$ cat src/rtl/asp_pkg.sv
// Purpose: Shared constants and types of the converter serial port sequencer.
// Assumes: 32-bit AXI4-Lite register bus, 12-bit result.
// Notes:   Every offset and count used by the logic lives here; the STATUS and RESULT field positions do not.
package asp_pkg;

	// ****************************************************************
	// Result and sequence counts
	// ****************************************************************
	localparam int         RES_W            = 12;
	localparam int         CFG_W            = 3;
	localparam logic [1:0] CFG_LAST         = 2'h2;
	localparam logic [3:0] NULL_FALL_SINGLE = 4'h2;
	localparam logic [3:0] NULL_FALL_DUAL   = 4'h4;
	localparam logic [3:0] MSB_IDX          = 4'hB;
	localparam logic [3:0] LSB_COPY_START   = 4'h1;
	localparam logic [3:0] LSB_IDX          = 4'h0;
	localparam int         CFG_SGL          = 2;
	localparam int         CFG_POL          = 1;
	localparam int         CFG_ORD          = 0;

	// ****************************************************************
	// Register map
	// ****************************************************************
	localparam int          ADDR_W       = 4;
	localparam logic [3:0]  REG_CTRL     = 4'h0;
	localparam logic [3:0]  REG_STATUS   = 4'h4;
	localparam logic [3:0]  REG_RESULT   = 4'h8;
	localparam int          CTRL_EN_BIT  = 0;
	localparam logic        CTRL_EN_RST  = 1'b1;
	localparam logic [1:0]  RESP_OKAY    = 2'h0;
	localparam logic [1:0]  RESP_SLVERR  = 2'h2;
	localparam logic [31:0] WORD_ZERO    = 32'h0000_0000;

	// ****************************************************************
	// Sequencer states, Gray coded along the usual path
	// ****************************************************************
	typedef enum logic [2:0] {
		ASP_IDLE    = 3'h0,
		ASP_HUNT    = 3'h1,
		ASP_CONFIG  = 3'h3,
		ASP_ACQUIRE = 3'h2,
		ASP_MSB     = 3'h6,
		ASP_LSB     = 3'h7,
		ASP_ZERO    = 3'h5
	} asp_state_t;

endpackage : asp_pkg

$ cat src/rtl/asp_pin_sync.sv
// Purpose: Two-stage synchroniser with edge detection for link pins.
// Assumes: Pins are asynchronous to clk and slow compared with it.
// Notes:   Edges come from the second and third stages only.
`timescale 1ns/1ps
`default_nettype none
module asp_pin_sync #(
	parameter int W = 3
) (
	// Clock and reset
	input  wire logic         clk,
	input  wire logic         rst_n,
	// Raw pins
	input  wire logic [W-1:0] pin_in,
	// Synchronised level and edge pulses
	output logic      [W-1:0] level,
	output logic      [W-1:0] rise,
	output logic      [W-1:0] fall
);

	logic [W-1:0] meta_ff;
	logic [W-1:0] sync_ff;
	logic [W-1:0] prev_ff;

	// The first stage feeds only the second, to let metastability settle.
	always_ff @(posedge clk or negedge rst_n) begin
		if (!rst_n) begin
			meta_ff <= '0;
			sync_ff <= '0;
			prev_ff <= '0;
		end else begin
			meta_ff <= pin_in;
			sync_ff <= meta_ff;
			prev_ff <= sync_ff;
		end
	end

	// Edge pulses last one clk cycle.
	assign level = sync_ff;
	assign rise  = sync_ff & ~prev_ff;
	assign fall  = ~sync_ff & prev_ff;

endmodule : asp_pin_sync
`default_nettype wire

$ cat src/rtl/asp_serial_port_sequencer.sv
// Purpose: Serial port and conversion sequencer of a 12-bit sampling converter.
// Assumes: Shift clock far slower than clk; analog codes held steady while sampled.
// Notes:   DUAL_CHANNEL selects the two-channel variant with a serial input.
// Operation
// - Bits leave on shift clock falling edges and are sampled on rising edges.
// - Conversion steps advance only on shift clock edges from the host.
// - Single-input variant starts on chip select falling; serial input is unused.
// - Single-input variant enables the output on the second falling clock.
// - Exactly one null bit precedes the result once the output is enabled.
// - The result is twelve bits, delivered serially.
// - Single-input sends MSB first then LSB first sharing bit zero, then zeros.
// - Chip select high aborts any exchange and returns everything to idle.
// - Chip select low means active while the port is enabled; high means disabled and powered down.
// - Two-channel variant ignores zeros; first sampled one is the start bit.
// - Three configuration bits follow the start bit and start the conversion.
// - After the configuration, serial input is ignored until chip select cycles.
// - Config picks input a, input b, a minus b or b minus a.
// - Two-channel variant receives first, then transmits: half duplex.
// - After all result bits, zeros are sent while clocks continue.
// - Comparator and bias power down at end of conversion; shifting continues.
// - Sampling spans one and a half clocks, conversion twelve clocks.
// - Bit order one gives MSB first then zeros; zero adds LSB copy.
// - Shared line is driven low on the fourth falling edge after start.
`timescale 1ns/1ps
`default_nettype none
module asp_serial_port_sequencer #(
	parameter bit DUAL_CHANNEL = 1'b1
) (
	// Clock and reset
	input  wire logic        clk,
	input  wire logic        rst_n,
	// Serial link pins
	input  wire logic        chip_select_n,
	input  wire logic        shift_clock,
	input  wire logic        serial_in_line,
	output logic             serial_out_o,
	output logic             serial_out_oe,
	// Digitised stand-ins of the analog inputs
	input  wire logic [11:0] analog_input_a,
	input  wire logic [11:0] analog_input_b,
	// Power state
	output logic             device_active,
	output logic             comparator_powered,
	// AXI4-Lite write channels
	input  wire logic [3:0]  s_axi_awaddr,
	input  wire logic        s_axi_awvalid,
	output logic             s_axi_awready,
	input  wire logic [31:0] s_axi_wdata,
	input  wire logic [3:0]  s_axi_wstrb,
	input  wire logic        s_axi_wvalid,
	output logic             s_axi_wready,
	output logic [1:0]       s_axi_bresp,
	output logic             s_axi_bvalid,
	input  wire logic        s_axi_bready,
	// AXI4-Lite read channels
	input  wire logic [3:0]  s_axi_araddr,
	input  wire logic        s_axi_arvalid,
	output logic             s_axi_arready,
	output logic [31:0]      s_axi_rdata,
	output logic [1:0]       s_axi_rresp,
	output logic             s_axi_rvalid,
	input  wire logic        s_axi_rready
);

	// ****************************************************************
	// Pin synchronisation
	// ****************************************************************
	logic [2:0] pin_lvl;
	logic [2:0] pin_rise;
	logic [2:0] pin_fall;
	logic [11:0] a_meta_ff, a_sync_ff, b_meta_ff, b_sync_ff;

	// Chip select enters inverted so the cleared stages read as deselected after reset.
	// Otherwise the port would look selected and active for two cycles after reset.
	asp_pin_sync #(.W(3)) u_sync (
		.clk    (clk),
		.rst_n  (rst_n),
		.pin_in ({~chip_select_n, shift_clock, serial_in_line}),
		.level  (pin_lvl),
		.rise   (pin_rise),
		.fall   (pin_fall)
	);

	// Analog stand-ins also pass two stages before use.
	always_ff @(posedge clk or negedge rst_n) begin
		if (!rst_n) begin
			a_meta_ff <= '0;
			a_sync_ff <= '0;
			b_meta_ff <= '0;
			b_sync_ff <= '0;
		end else begin
			a_meta_ff <= analog_input_a;
			a_sync_ff <= a_meta_ff;
			b_meta_ff <= analog_input_b;
			b_sync_ff <= b_meta_ff;
		end
	end

	logic cs_hi, cs_fall, sclk_rise, sclk_fall, din;
	logic port_en_ff;
	logic quiet;
	assign cs_hi     = ~pin_lvl[2];
	assign cs_fall   = pin_rise[2];
	assign sclk_rise = pin_rise[1];
	assign sclk_fall = pin_fall[1];
	// Single-input variant has no serial input path at all.
	// input path absent
	assign din       = DUAL_CHANNEL ? pin_lvl[0] : 1'b0;
	// Chip select high, or the port switched off, holds everything idle.
	assign quiet     = cs_hi | ~port_en_ff;

	// ****************************************************************
	// Result computation
	// ****************************************************************
	// Unipolar only: a negative difference clips to zero.
	function automatic logic [11:0] asp_convert(input logic sgl, input logic pol,
	                                            input logic [11:0] a, input logic [11:0] b);
		logic [11:0] res;
		res = '0;
		if (sgl)
			res = pol ? b : a;
		else if (!pol)
			res = (a >= b) ? 12'(a - b) : 12'h000;
		else
			res = (b >= a) ? 12'(b - a) : 12'h000;
		return res;
	endfunction : asp_convert

	// ****************************************************************
	// Sequencer
	// ****************************************************************
	asp_pkg::asp_state_t state_ff;
	logic [3:0]  fcnt_ff;
	logic [3:0]  bit_idx_ff;
	logic [1:0]  cfg_cnt_ff;
	logic [2:0]  cfg_ff;
	logic [11:0] code_ff;
	logic [3:0]  null_fall;
	logic        null_evt;
	logic        lsb_copy;

	assign null_fall = DUAL_CHANNEL ? asp_pkg::NULL_FALL_DUAL : asp_pkg::NULL_FALL_SINGLE;
	assign null_evt  = !quiet && sclk_fall && state_ff == asp_pkg::ASP_ACQUIRE
	                   && 4'(fcnt_ff + 4'h1) == null_fall;
	assign lsb_copy  = DUAL_CHANNEL ? !cfg_ff[asp_pkg::CFG_ORD] : 1'b1;

	// Main state walk; leaving idle waits for chip select, every later step for a shift clock edge.
	// clock-paced steps
	always_ff @(posedge clk or negedge rst_n) begin
		if (!rst_n) begin
			state_ff   <= asp_pkg::ASP_IDLE;
			bit_idx_ff <= '0;
		end else if (quiet) begin
			state_ff   <= asp_pkg::ASP_IDLE;
		end else begin
			case (state_ff)
				asp_pkg::ASP_IDLE: begin
					if (cs_fall)
						state_ff <= DUAL_CHANNEL ? asp_pkg::ASP_HUNT : asp_pkg::ASP_ACQUIRE;
				end
				asp_pkg::ASP_HUNT: begin
					if (sclk_rise && din)
						state_ff <= asp_pkg::ASP_CONFIG;
				end
				asp_pkg::ASP_CONFIG: begin
					if (sclk_rise && cfg_cnt_ff == asp_pkg::CFG_LAST)
						state_ff <= asp_pkg::ASP_ACQUIRE;
				end
				asp_pkg::ASP_ACQUIRE: begin
					if (null_evt) begin
						state_ff   <= asp_pkg::ASP_MSB;
						bit_idx_ff <= asp_pkg::MSB_IDX;
					end
				end
				asp_pkg::ASP_MSB: begin
					if (sclk_fall) begin
						if (bit_idx_ff == asp_pkg::LSB_IDX) begin
							state_ff   <= lsb_copy ? asp_pkg::ASP_LSB : asp_pkg::ASP_ZERO;
							bit_idx_ff <= asp_pkg::LSB_COPY_START;
						end else begin
							bit_idx_ff <= 4'(bit_idx_ff - 4'h1);
						end
					end
				end
				asp_pkg::ASP_LSB: begin
					if (sclk_fall) begin
						if (bit_idx_ff == asp_pkg::MSB_IDX)
							state_ff <= asp_pkg::ASP_ZERO;
						else
							bit_idx_ff <= 4'(bit_idx_ff + 4'h1);
					end
				end
				asp_pkg::ASP_ZERO: state_ff <= asp_pkg::ASP_ZERO;
				default:           state_ff <= asp_pkg::ASP_IDLE;
			endcase
		end
	end

	// Falling edges counted from the arming point; only the null edge reads it.
	always_ff @(posedge clk or negedge rst_n) begin
		if (!rst_n)
			fcnt_ff <= '0;
		else if (state_ff == asp_pkg::ASP_IDLE || state_ff == asp_pkg::ASP_HUNT)
			fcnt_ff <= '0;
		else if (sclk_fall && (state_ff == asp_pkg::ASP_CONFIG
		                       || state_ff == asp_pkg::ASP_ACQUIRE))
			fcnt_ff <= 4'(fcnt_ff + 4'h1);
	end

	// Config bits are taken on rising edges, first bit ending in the top slot.
	// cfg_ff is kept after the frame so software can still read it.
	always_ff @(posedge clk or negedge rst_n) begin
		if (!rst_n) begin
			cfg_ff     <= '0;
			cfg_cnt_ff <= '0;
		end else if (state_ff == asp_pkg::ASP_HUNT) begin
			cfg_cnt_ff <= '0;
		end else if (!quiet && sclk_rise && state_ff == asp_pkg::ASP_CONFIG) begin
			// sample on rise, config phase only
			cfg_ff     <= {cfg_ff[1:0], din};
			cfg_cnt_ff <= 2'(cfg_cnt_ff + 2'h1);
		end
	end

	// The held code is taken at the end of the sampling window.
	always_ff @(posedge clk or negedge rst_n) begin
		if (!rst_n)
			code_ff <= '0;
		else if (null_evt)
			code_ff <= asp_convert(DUAL_CHANNEL ? cfg_ff[asp_pkg::CFG_SGL] : 1'b0,
			                       DUAL_CHANNEL ? cfg_ff[asp_pkg::CFG_POL] : 1'b0,
			                       a_sync_ff, b_sync_ff);
	end

	// Output pin; the enable only rises after the whole config is in.
	// half duplex turn
	always_ff @(posedge clk or negedge rst_n) begin
		if (!rst_n) begin
			serial_out_o  <= 1'b0;
			serial_out_oe <= 1'b0;
		end else if (quiet) begin
			serial_out_o  <= 1'b0;
			serial_out_oe <= 1'b0;
		end else if (null_evt) begin
			serial_out_o  <= 1'b0;
			serial_out_oe <= 1'b1;
		end else if (sclk_fall) begin
			case (state_ff)
				asp_pkg::ASP_MSB: serial_out_o <= code_ff[bit_idx_ff];
				asp_pkg::ASP_LSB: serial_out_o <= code_ff[bit_idx_ff];
				asp_pkg::ASP_ZERO: serial_out_o <= 1'b0;
				default:          serial_out_o <= serial_out_o;
			endcase
		end
	end

	// Power state follows the sequencer one cycle late, which is harmless.
	always_ff @(posedge clk or negedge rst_n) begin
		if (!rst_n) begin
			device_active      <= 1'b0;
			comparator_powered <= 1'b0;
		end else begin
			device_active      <= !quiet;
			comparator_powered <= !quiet && (state_ff == asp_pkg::ASP_CONFIG
			                      || state_ff == asp_pkg::ASP_ACQUIRE
			                      || state_ff == asp_pkg::ASP_MSB);
		end
	end

	// ****************************************************************
	// AXI4-Lite slave
	// ****************************************************************
	logic        aw_got_ff, w_got_ff, do_write;
	logic [3:0]  awaddr_ff;
	logic [31:0] wdata_ff;
	logic [3:0]  wstrb_ff;
	assign do_write = aw_got_ff && w_got_ff && !s_axi_bvalid;

	// Address and data are taken independently and joined here.
	always_ff @(posedge clk or negedge rst_n) begin
		if (!rst_n) begin
			aw_got_ff     <= 1'b0;
			s_axi_awready <= 1'b0;
			awaddr_ff     <= '0;
		end else if (s_axi_awvalid && s_axi_awready) begin
			aw_got_ff     <= 1'b1;
			s_axi_awready <= 1'b0;
			awaddr_ff     <= s_axi_awaddr;
		end else if (do_write) begin
			aw_got_ff     <= 1'b0;
		end else if (!aw_got_ff && !s_axi_bvalid) begin
			s_axi_awready <= 1'b1;
		end
	end

	always_ff @(posedge clk or negedge rst_n) begin
		if (!rst_n) begin
			w_got_ff     <= 1'b0;
			s_axi_wready <= 1'b0;
			wdata_ff     <= '0;
			wstrb_ff     <= '0;
		end else if (s_axi_wvalid && s_axi_wready) begin
			w_got_ff     <= 1'b1;
			s_axi_wready <= 1'b0;
			wdata_ff     <= s_axi_wdata;
			wstrb_ff     <= s_axi_wstrb;
		end else if (do_write) begin
			w_got_ff     <= 1'b0;
		end else if (!w_got_ff && !s_axi_bvalid) begin
			s_axi_wready <= 1'b1;
		end
	end

	// Write response and the control register; unmapped writes get SLVERR.
	always_ff @(posedge clk or negedge rst_n) begin
		if (!rst_n) begin
			s_axi_bvalid <= 1'b0;
			s_axi_bresp  <= asp_pkg::RESP_OKAY;
			port_en_ff   <= asp_pkg::CTRL_EN_RST;
		end else if (do_write) begin
			s_axi_bvalid <= 1'b1;
			s_axi_bresp  <= (awaddr_ff == asp_pkg::REG_CTRL || awaddr_ff == asp_pkg::REG_STATUS
			                 || awaddr_ff == asp_pkg::REG_RESULT)
			                ? asp_pkg::RESP_OKAY : asp_pkg::RESP_SLVERR;
			if (awaddr_ff == asp_pkg::REG_CTRL && wstrb_ff[0])
				port_en_ff <= wdata_ff[asp_pkg::CTRL_EN_BIT];
		end else if (s_axi_bvalid && s_axi_bready) begin
			s_axi_bvalid <= 1'b0;
		end
	end

	// Reads answer one cycle after the address is taken.
	always_ff @(posedge clk or negedge rst_n) begin
		if (!rst_n) begin
			s_axi_arready <= 1'b0;
			s_axi_rvalid  <= 1'b0;
			s_axi_rdata   <= asp_pkg::WORD_ZERO;
			s_axi_rresp   <= asp_pkg::RESP_OKAY;
		end else if (s_axi_arvalid && s_axi_arready) begin
			s_axi_arready <= 1'b0;
			s_axi_rvalid  <= 1'b1;
			s_axi_rresp   <= asp_pkg::RESP_OKAY;
			case (s_axi_araddr)
				asp_pkg::REG_CTRL:   s_axi_rdata <= {31'h0, port_en_ff};
				asp_pkg::REG_STATUS: s_axi_rdata <= {27'h0, state_ff, comparator_powered,
				                                     device_active};
				asp_pkg::REG_RESULT: s_axi_rdata <= {17'h0, cfg_ff, code_ff};
				default: begin
					s_axi_rdata <= asp_pkg::WORD_ZERO;
					s_axi_rresp <= asp_pkg::RESP_SLVERR;
				end
			endcase
		end else if (s_axi_rvalid && s_axi_rready) begin
			s_axi_rvalid <= 1'b0;
		end else if (!s_axi_rvalid) begin
			s_axi_arready <= 1'b1;
		end
	end
endmodule : asp_serial_port_sequencer
`default_nettype wire

$ cat config.mk
export PLATFORM = sky130hd
export DESIGN_NAME = asp_serial_port_sequencer
export DESIGN_NICKNAME = d
export VERILOG_FILES = /design/src/rtl/asp_pkg.sv /design/src/rtl/asp_pin_sync.sv /design/src/rtl/asp_serial_port_sequencer.sv
export SDC_FILE = /design/constraint.sdc
export NUM_CORES = 1
export LEC_CHECK = 0
export ABC_AREA = 0
export BUFFER_PORTS_ARGS = -buffer_cell sky130_fd_sc_hd__buf_4
export CAP_MARGIN = 20
export CORE_MARGIN = 2
export CORE_UTILIZATION = 50
export CTS_CLUSTER_SIZE = 20
export DETAILED_ROUTE_END_ITERATION = 10
export PLACE_DENSITY = 0.73
export SLEW_MARGIN = 25
export SYNTH_ARGS = -nofsm -noshare
export SYNTH_HDL_FRONTEND = slang
export SYNTH_HIERARCHICAL = 1
export SYNTH_SLANG_ARGS = --single-unit
$ cat constraint.sdc
create_clock -name clk -period 6.97 [get_ports clk]
set_clock_uncertainty 0.2 [all_clocks]
set_input_delay 0.697 -clock clk [delete_from_list [all_inputs] [get_ports clk]]
set_output_delay 0.697 -clock clk [all_outputs]
set_load 0.05 [all_outputs]
# Yosys cells after proc, flatten, opt, wreduce, memory -nomap -nowiden

Index checks and enable logic that the tools add are counted.

Add/sub/neg operators: 6
Order comparisons: 3
Equal/unequal tests: 29
Muxes and demuxes: 53
Bitwise operators: 10
Reductions and logical operators: 54

Operators with widths:

| cell                                                                     | number |
|---|---|
| 12-bit 2-to-1 mux                                                        | 5 |
| 15-bit case mux with 3 select lines                                      | 1 |
| 4-bit 2-to-1 mux                                                         | 7 |
| 3-bit 2-to-1 mux                                                         | 9 |
| 12-bit >= comparator                                                     | 2 |
| 3-bit inequality test (second input constant)                            | 8 |
| 12-bit subtractor                                                        | 2 |
| 1-bit 2-to-1 mux                                                         | 22 |
| 3-bit case mux with 7 select lines                                       | 1 |
| 1-bit logical AND                                                        | 19 |
| 2-bit nonzero test                                                       | 9 |
| 4-bit by 3-bit == test with 1-bit output (second input constant)         | 3 |
| 4-bit == test (second input constant)                                    | 3 |
| 4-bit logical NOT                                                        | 3 |
| 4-bit case mux with 3 select lines                                       | 1 |
| 2-bit AND reduction                                                      | 6 |
| 2-bit 2-to-1 mux                                                         | 5 |
| 2-bit inequality test (second input constant)                            | 5 |
| 3-bit == test (second input constant)                                    | 3 |
| 4-bit by 1-bit adder with 4-bit output (second input constant)           | 2 |
| 8-bit AND reduction                                                      | 1 |
| 3-bit by 2-bit == test with 1-bit output (second input constant)         | 2 |
| 2-bit by 1-bit inequality test with 1-bit output (second input constant) | 3 |
| 6-bit AND reduction                                                      | 1 |
| 20 further kinds                                                         | 32 |

Flip-flop bits (word level): 139
Input port bits: 78
Output and inout port bits: 45
Logic and storage cells: 186

# Depth between registers and ports, before layout

Gate-level depths: netlist of the first run.

Word-level depth: 9
Depth in mapped cells: 11

# Hierarchy

Netlist of the first run, hierarchy kept.

Modules (own cells, without submodules):

| module                    | instances | cells an instance | area an instance (µm²) | seq. area each (µm²) |
|---|---|---|---|---|
| asp_serial_port_sequencer | 1         | 571               | 5889.4                 | 2778.9 |
| asp_pin_sync              | 1         | 15                | 277.8                  | 225.2 |

# Worst setup path before layout of the first run

Ideal clock, no wire load.

Path kind: flip-flop to flip-flop
Start: register b_sync_ff[0]
End: register code_ff[1]
Arrival time: 2.308 ns
Required time: 6.628 ns
Setup slack: 4.320 ns
Cell stages (with the launch flop): 12
Clock period less this slack: 2.650 ns
Cells stage by stage: dfrtp_1 -> inv_1 -> ha_1 -> inv_1 -> fa_1 -> a21o_1 -> a21oi_2 -> a21oi_1 -> o41a_1 -> clkbuf_8 -> a221oi_1 -> a311oi_1

Word-level cells in the longest chain between the ends: 4
Elaborated cells on any way between the ends: 8
Classes of those cells: add/sub: 2; order compare: 2; mux: 4

Ends and longest elaborated chain:

| what                                        | RTL line                                                           | source |
|---|---|---|
| from (decl)                                 | asp_serial_port_sequencer.sv:71                                    | `logic [11:0] a_meta_ff, a_sync_ff, b_meta_ff, b_sync_ff;` |
| from (signal assigned)                      | asp_serial_port_sequencer.sv:95                                    | `b_sync_ff <= b_meta_ff;` |
| 12-bit subtractor (tied with other cells)   | asp_serial_port_sequencer.sv:123                                   | `res = (a >= b) ? 12'(a - b) : 12'h000;` |
| 12-bit 2-to-1 mux, on equally long branches | asp_serial_port_sequencer.sv:123, asp_serial_port_sequencer.sv:125 |  |
| 12-bit 2-to-1 mux *                         | asp_serial_port_sequencer.sv:122                                   | `else if (!pol)` |
| 12-bit 2-to-1 mux *                         | asp_serial_port_sequencer.sv:120                                   | `if (sgl)` |
| to (signal assigned)                        | asp_serial_port_sequencer.sv:230                                   | `code_ff <= asp_convert(DUAL_CHANNEL ? cfg_ff[asp_pkg::CFG_SGL] : 1'b0,` |
| to (decl)                                   | asp_serial_port_sequencer.sv:137                                   | `logic [11:0] code_ff;` |

Mark *: on every way between the ends. The rest lies on a longest branch, timed or not.
A chain may end at the register's enable or synchronous reset.

# Worst setup path after layout of the first run

Start: register a_sync_ff[7]
End: register code_ff[1]

Word-level cells in the longest chain between the ends: 4
Elaborated cells on any way between the ends: 6
Classes of those cells: order compare: 2; mux: 4

Ends and longest elaborated chain:

| what                                           | RTL line                                                           | source |
|---|---|---|
| from (decl)                                    | asp_serial_port_sequencer.sv:71                                    |  |
| from (signal assigned)                         | asp_serial_port_sequencer.sv:93                                    | `a_sync_ff <= a_meta_ff;` |
| 12-bit >= comparator, on equally long branches | asp_serial_port_sequencer.sv:123, asp_serial_port_sequencer.sv:125 |  |
| 12-bit 2-to-1 mux, on equally long branches    | asp_serial_port_sequencer.sv:123, asp_serial_port_sequencer.sv:125 |  |
| 12-bit 2-to-1 mux *                            | asp_serial_port_sequencer.sv:122                                   |  |
| 12-bit 2-to-1 mux *                            | asp_serial_port_sequencer.sv:120                                   |  |

Marks and branches as above.

==> metrics.log, run 1 <==
INFO  metric status = complete, no violations
INFO  metric cts.path.max_buffers = 2
INFO  metric worst_slew_margin_rel = 38.76%
INFO  metric power.share.combinational = between 10% and 20%
INFO  metric finalMaxSlewViolations = 0
INFO  metric kind_of_start_point_of_the_critical_path = flip-flop
INFO  metric grt_setup_unrepaired = no
INFO  metric fin_crit_sh = between 40 and 50%
INFO  metric grt_util_all_layers = roughly 20%
INFO  metric global_route.overflow_total = 0
INFO  metric fin_worst_hold_slack = roughly 140 ps
INFO  metric holdBufCountCts = 0
INFO  metric fin_cells = around 800
INFO  metric timing.setup.critical_path_class = flip-flop to flip-flop
INFO  metric drc = 0
INFO  metric synth.cell_area = 6116 um^2
INFO  metric syn-mean-instance-area = 10.51 um^2
INFO  metric drt_first_iter_violations = roughly 400
INFO  metric cts-resized-gates = 0
INFO  metric ant_nets = 0
INFO  metric drtPass1Iterations = 4
INFO  metric final-setup-viol-count = 0
INFO  metric p_leak = 3.318 nW
INFO  metric total_power = roughly 2.0 mW
INFO  metric io_pins = between 100 and 150
INFO  metric yosysWarningCount = 6
INFO  metric place.detailed.hpwl = slightly above 9000 um
INFO  metric numCtsBuffers = 17
INFO  metric num_vias = 4414
INFO  metric cp.required = 7080 ps
INFO  metric crit_fanout = 15
INFO  metric numPlacedInstances = between 700 and 800
INFO  metric drt-wirelength-per-cell = 15.78 um
INFO  metric netSwitchingPower = ~0.57 mW
INFO  metric timing.fmax = approximately 320 MHz
INFO  metric totalNegativeSetupSlack = 0 ps
INFO  metric crit_path_start = a_sync_ff[7]
INFO  metric holdCritPathClass = input port to async pin
INFO  metric die_area = about 13000 um^2
INFO  metric clkSlewWorstSetupHoldPaths = about 50 ps
INFO  metric design.core.area = 11960 um^2
INFO  metric layout.nets = 748
INFO  metric routed_wl = 12610 um
INFO  metric peak_supply_drop = between 0.00015 and 0.0002 V
INFO  metric setup.worst_path.end_class = flip-flop
INFO  metric antenna_cells_inserted = 0
INFO  metric cts_sinks = around 120
INFO  metric grt_first_pass_wirelength = around 21000 um
INFO  metric clk_root_buffer_cell = clkbuf_16
INFO  metric seq_power_share = around 40%
INFO  metric syn_to_final_growth = 16.63%
INFO  metric gp_congestion = between 0.8 and 0.9
INFO  metric first_global_vias = 4259
INFO  metric timing.final.crit_period = 3136 ps
INFO  metric initial_core_util = between 50% and 60%
INFO  metric viasPerCell = around 5.5
INFO  metric fillerInstances = 983
INFO  metric clock_tree_from_tritoncts = done
INFO  metric p_sw_share = between 20% and 30%
INFO  metric power_per_cell_area = 283.3 nW/um^2
INFO  metric reg2reg_from = a_sync_ff[7]
INFO  metric standard_cell_row_count = 40
INFO  metric pin_count_of_the_biggest_net_entering_global_routing = 64
INFO  metric cts.htree.levels = 4
INFO  metric maxcap_viol_count = 0
INFO  metric fp.dieW = around 110 um
INFO  metric final_hold_viol_count = 0
INFO  metric crit_arrival = around 3300 ps
INFO  metric slew_worst_pin = between 900 and 1000 ps
INFO  metric grt_antenna_before_repair = 0
INFO  metric final_layout_size_suffix_gt1_share = between 10% and 20%
INFO  metric power.clock.fraction = ~43%
INFO  metric postCtsSetupBuffers = 0
INFO  metric place.port_buffers = just under 70
INFO  metric clk_latency = 410 ps
INFO  metric die_height = around 110 um
INFO  metric synthCells = 582
INFO  metric power.internal = ~1.5 mW
## sequential cells by signal, indices dropped and copies added (netlist names), 2 cells and up
register / count
a_meta_ff: 12
a_sync_ff: 12
awaddr_ff: 4
b_meta_ff: 12
b_sync_ff: 12
bit_idx_ff: 4
cfg_cnt_ff: 2
cfg_ff: 3
code_ff: 12
fcnt_ff: 4
s_axi_rdata: 15
state_ff: 3
u_sync/level: 3
u_sync/meta_ff: 3
u_sync/prev_ff: 2
## power groups by stage
stage	clock (mW)	combinational [mW]	sequential, mW
2_1_floorplan	0	0.209	0.869
3_3_place_gp	0	0.355	0.810
3_5_place_dp	0	0.360	0.815
4_1_cts	0.880	0.362	0.804
5_1_grt	0.909	0.393	0.810
6_report	0.858	0.361	0.802
## layout by cell type, fill, tap and decap left out, drive strengths merged, types with 19 or more instances in the layout
cell and n:
dfrtp 118, o21ai 35, nor2 28, inv 42, ha 29, conb 19
clkbuf 23, buf 70, nand2 43, a21oi 47
## routing by layer
| metal | global-route usage [%] | vias up | part of all wire [%] | wire length, um |
|---|---|---|---|---|
| met5 | 0 | - | 0 | 0 |
| met4 | 10.00 | 0 | 1.3 | 167 |
| met3 | 4.870 | 17 | 4.3 | 546 |
| met2 | 32.78 | 110 | 50 | 6250 |
| met1 | 26.01 | 2143 | 45 | 5647 |
| li1 | - | 2144 | - | - |
## final cells by class
type                       count  area [um^2]  area share, %
sequential                   119         2979          41.76
multi-input combinational    389         2691          37.73
timing repair buffer          70        525.5          7.367
clock buffer                  23        498.0          6.981
tap                          147        183.9          2.578
inverter                      42        157.7          2.210
clock inverter                 9        97.59          1.368
## stage by stage
stage | util (%) | worst slack (ps) | area [um^2]
5_1_grt | 59.63 | 3504 | 7133
3_3_place_gp | 54.65 | 3754 | 6538
3_5_place_dp | 54.65 | 3857 | 6538
6_report | 59.63 | 3834 | 7133
2_1_floorplan | - | 4320 | 6183
4_1_cts | 59.63 | 3842 | 7133
## worst max-delay path: stages, from the launching register on
cell,delay [ps]
dfrtp_1,360
inv_1,50
ha_1,600
nand2_1,120
o21ai_0,350
a221oi_1,150
a21oi_1,750
a221oi_1,220
a311oi_1,230
## worst paths after layout
path	slack, ps	end	cells after the start
max	3830	code_ff[1]	8
min	140	fcnt_ff[2]	1
max reg2reg	3830	code_ff[1]	8
min reg2reg	140	a_sync_ff[11]	0
max in group asynchronous	5200	b_sync_ff[2]	2
min in group clk	140	a_sync_ff[11]	0
No activity file was read; power rests on OpenSTA's default activity.
==> run 2: changes to the inputs <==
--- a/config.mk
+++ b/config.mk
@@ -12,7 +12,7 @@
 export CORE_UTILIZATION = 50
 export CTS_CLUSTER_SIZE = 20
 export DETAILED_ROUTE_END_ITERATION = 10
-export PLACE_DENSITY = 0.73
+export PLACE_DENSITY = 0.75
 export SLEW_MARGIN = 25
 export SYNTH_ARGS = -nofsm -noshare
 export SYNTH_HDL_FRONTEND = slang
==> constraint.sdc (replaced) <==
create_clock -name clk -period 2.6 [get_ports clk]
set_clock_uncertainty 0.2 [all_clocks]
set_input_delay 0.26 -clock clk [delete_from_list [all_inputs] [get_ports clk]]
set_output_delay 0.26 -clock clk [all_outputs]
set_load 0.05 [all_outputs]
==> run 2 against run 1 <==
Critical path depth rose by 3. Via count rose by 7.9%. Critical endpoint unchanged. The flow now finishes with violations (negative setup slack). Total power grew to 2.7 times the previous value. Worst setup slack lost 3900 ps. Wire length is 9.4% higher. Final cell count increased by 9.9%. First-iteration DRC count fell by 25%. Highest routed layer unchanged.
==> metrics.log, run 2 (synthesis gave the netlist of run 1 again) <==
INFO  metric gp_congestion = 0.8977 (+3.5%)
INFO  metric storage_cell_area = 2979 um^2 (unchanged)
INFO  metric mostFrequentLayoutCells = dfrtp_1 (118), buf_4 (105), nand2_1 (43)
INFO  metric setup.reg_to_reg.worst_slack = -90 ps (-3920 ps)
INFO  metric slowest_delay = 380 ps (-370 ps)
INFO  metric pin_count_of_the_biggest_net_entering_global_routing = 53 (-17%)
INFO  metric drc = 0 (unchanged)
INFO  metric clock_tree_from_tritoncts = done
INFO  metric cell_seen_most_often_among_critical_path_stages = a21oi_2
INFO  metric crit_arrival = 2760 ps (-490 ps)
INFO  metric timing.final.crit_period = 2686 ps (-450.0 ps)
INFO  metric crit_path_cell_chain = inv_1 > ha_2 > inv_2 > fa_2 > a21o_1 > a21oi_2 > a21oi_2 > o41a_1 > buf_6 > a221oi_2 > a311oi_1
INFO  metric setup.worst_path.end_class = flip-flop
INFO  metric cts.path.max_buffers = 2 (unchanged)
INFO  metric die_height = 114.6 um (unchanged)
INFO  metric cp.required = 2670 ps (-4410 ps)
INFO  metric kind_of_start_point_of_the_critical_path = flip-flop
INFO  metric worst-path-buf-inv = 3 (+2)
INFO  metric timing.fmax = 372.3 MHz (+17%)
INFO  metric grt_util_all_layers = 22.88% (+2.4 points)
INFO  metric first_global_vias = 4760 (+12%)
INFO  metric post-route-worst-setup-slack = -86.03 ps (-3920 ps)
INFO  metric standard_cell_row_count = 40 (unchanged)
INFO  metric crit_slowest_cell = dfrtp_1
INFO  metric drt_first_iter_violations = 301 (-25%)
INFO  metric worst_slew_margin_rel = 54.06% (+15 points)
INFO  metric slew_worst_pin = 686.0 ps (-232.6 ps)
INFO  metric global_route.overflow_total = 0 (unchanged)
INFO  metric syn_to_final_growth = 28.62%
INFO  metric drtPass1Iterations = 6 (+2)
INFO  metric initial_core_util = 51.13% (unchanged)
INFO  metric final_layout_size_suffix_gt1_share = 24.79% (+5.2 points)
INFO  metric place.detailed.hpwl = 9947 um (+8.8%)
INFO  metric design.core.area = 11960 um^2 (unchanged)
INFO  metric rr_worst_depth = 11 (+3)
INFO  metric crit_fanout = 11 (-4)
INFO  metric crit_path_start = b_sync_ff[0]
INFO  metric grt_antenna_before_repair = 0 (unchanged)
INFO  metric multi_input_comb_area = 2755 um^2 (+2.4%)
INFO  metric io_pins = 123 (unchanged)
INFO  metric clk_latency = 420 ps (about the same)
INFO  metric layout.nets = 826 (+10%)
INFO  metric layout_commonest_cell = dfrtp_1
INFO  metric final-setup-viol-count = 9 (+9)
INFO  metric routed_wl = 13800 um (+9.4%)
INFO  metric reg2reg_from = b_sync_ff[0]
INFO  metric peak_supply_drop = 0.0005550 V (+190%)
INFO  metric grt_setup_unrepaired = yes
INFO  metric cts_sinks = 119 (unchanged)
INFO  metric viasPerCell = 5.425 (-1.8%)
INFO  metric maxcap_viol_count = 0 (unchanged)
INFO  metric holdCritPathClass = input port to flip-flop
INFO  metric largest_register_ff_count = 15 (unchanged)
INFO  metric critPathTopFamily = compound AO/OA/AOI/OAI gates
INFO  metric status = finished with violations
INFO  metric worstSetupPathDepth = 11 (+3)
INFO  metric finalMaxSlewViolations = 0 (unchanged)
INFO  metric die_area = 13130 um^2 (unchanged)
INFO  metric postPlaceCellArea = 6828 um^2 (+4.4%)
INFO  metric violated_checks = negative setup slack
INFO  metric p_leak = 3.646 nW (+9.9%)
INFO  metric grt_first_pass_wirelength = 23240 um (+12%)
INFO  metric ant_nets = 0 (unchanged)
INFO  metric clkSlewWorstSetupHoldPaths = 50 ps (about the same)
INFO  metric clk_root_buffer_cell = clkbuf_16
INFO  metric dpl_worst_slack = -135.3 ps (-3993 ps)
INFO  metric place.port_buffers = 69 (unchanged)
INFO  metric largest_register = s_axi_rdata
INFO  metric fp.dieW = 114.6 um (unchanged)
INFO  metric worst_r2r_endpoint = code_ff[1]
INFO  metric fillerInstances = 918 (-6.6%)
INFO  metric drt-wirelength-per-cell = 15.71 um (-0.46%)
INFO  metric cts.htree.levels = 4 (unchanged)
INFO  metric timing.setup.critical_path_class = flip-flop to flip-flop
INFO  metric finish.instance_area = 7866 um^2 (+10%)
INFO  metric postCtsSetupBuffers = 0 (unchanged)
INFO  metric numCtsBuffers = 17 (unchanged)
INFO  metric final_hold_viol_count = 0 (unchanged)
INFO  metric power_per_cell_area = 689.0 nW/um^2 (+140%)
INFO  metric fin_crit_sh = 103.3% (+58 points)
INFO  metric num_vias = 4763 (+7.9%)
INFO  metric endpoint = code_ff[1]
## run 2: cell types whose count changed in the layout (fill, tap and decap cells not counted), sizes merged
cell         delta
dlygate4sd3    +41
clkinvlp        +6
diode           +1
bufinv          -1
clkbuf          -6
buf            +37
inv             +1
## run 2: per-layer routing
layer	track usage (%)	part of all wire, %
met5	0	0
met4	9.187	1.9
met3	6.247	4.6
met2	37.16	50
met1	29.10	43
## run 2: power by group
| part | switching, mW | internal (mW) |
|---|---|---|
| Clock | 0.837 | 1.31 |
| Sequential | 0.124 | 2.03 |
| Combinational | 0.680 | 0.444 |
| Total | 1.64 | 3.78 |
## run 2: final cells by class
cell class | count | area share, %
Sequential cell | 119 | 37.87
Multi-Input combinational cell | 389 | 35.02
Timing Repair Buffer | 148 | 15.64
Clock buffer | 17 | 5.408
Tap cell | 147 | 2.338
Inverter | 42 | 2.004
Clock inverter | 15 | 1.686
Antenna cell | 1 | 0.03181
## run 2: worst reg2reg max path: stages (launching register included)
cell and delay (ps):
dfrtp_1 380, inv_1 70, ha_2 180, inv_2 40, fa_2 340, a21o_1 210, a21oi_2 190, a21oi_2 90
o41a_1 350, buf_6 170, a221oi_2 250, a311oi_1 80
## run 2: worst min path at each step
stage | slack, ps | cells after the start | startpoint | endpoint
2_1_floorplan | -240 | 0 | rst_n | a_meta_ff[0]
3_3_place_gp | 80 | 1 | rst_n | fcnt_ff[2]
3_5_place_dp | 80 | 1 | rst_n | u_sync/prev_ff[1]
4_1_cts | 60 | 3 | s_axi_araddr[0] | s_axi_rdata[3]
5_1_grt | 100 | 3 | s_axi_araddr[2] | s_axi_rdata[11]
6_report | 70 | 3 | s_axi_araddr[0] | s_axi_rdata[3]
## run 2: per-stage QoR
step / setup TNS (ps) / instances / utilization [%] / power, mW / hold WS (ps)
2_1_floorplan: 0 / 600 / - / 2.890 / -235.6
3_3_place_gp: -127.1 / 804 / 57.08 / 3.192 / 78.54
3_5_place_dp: -636.6 / 804 / 57.08 / 3.222 / 83.67
4_1_cts: -132.6 / 877 / 65.56 / 5.449 / 55.71
5_1_grt: -1970 / 877 / 65.74 / 5.672 / 96.71
6_report: -404.4 / 878 / 65.76 / 5.420 / 72.72
## run 2: what timing repair did
item | in CTS | in global routing
hold buffers | 41 | 0
pin swaps | 2 | 5
endpoints found under the hold margin | 80 | 0
setup endpoints to repair | 10 | 12
gates resized for setup | 9 | 9
gates cloned | 0 | 0
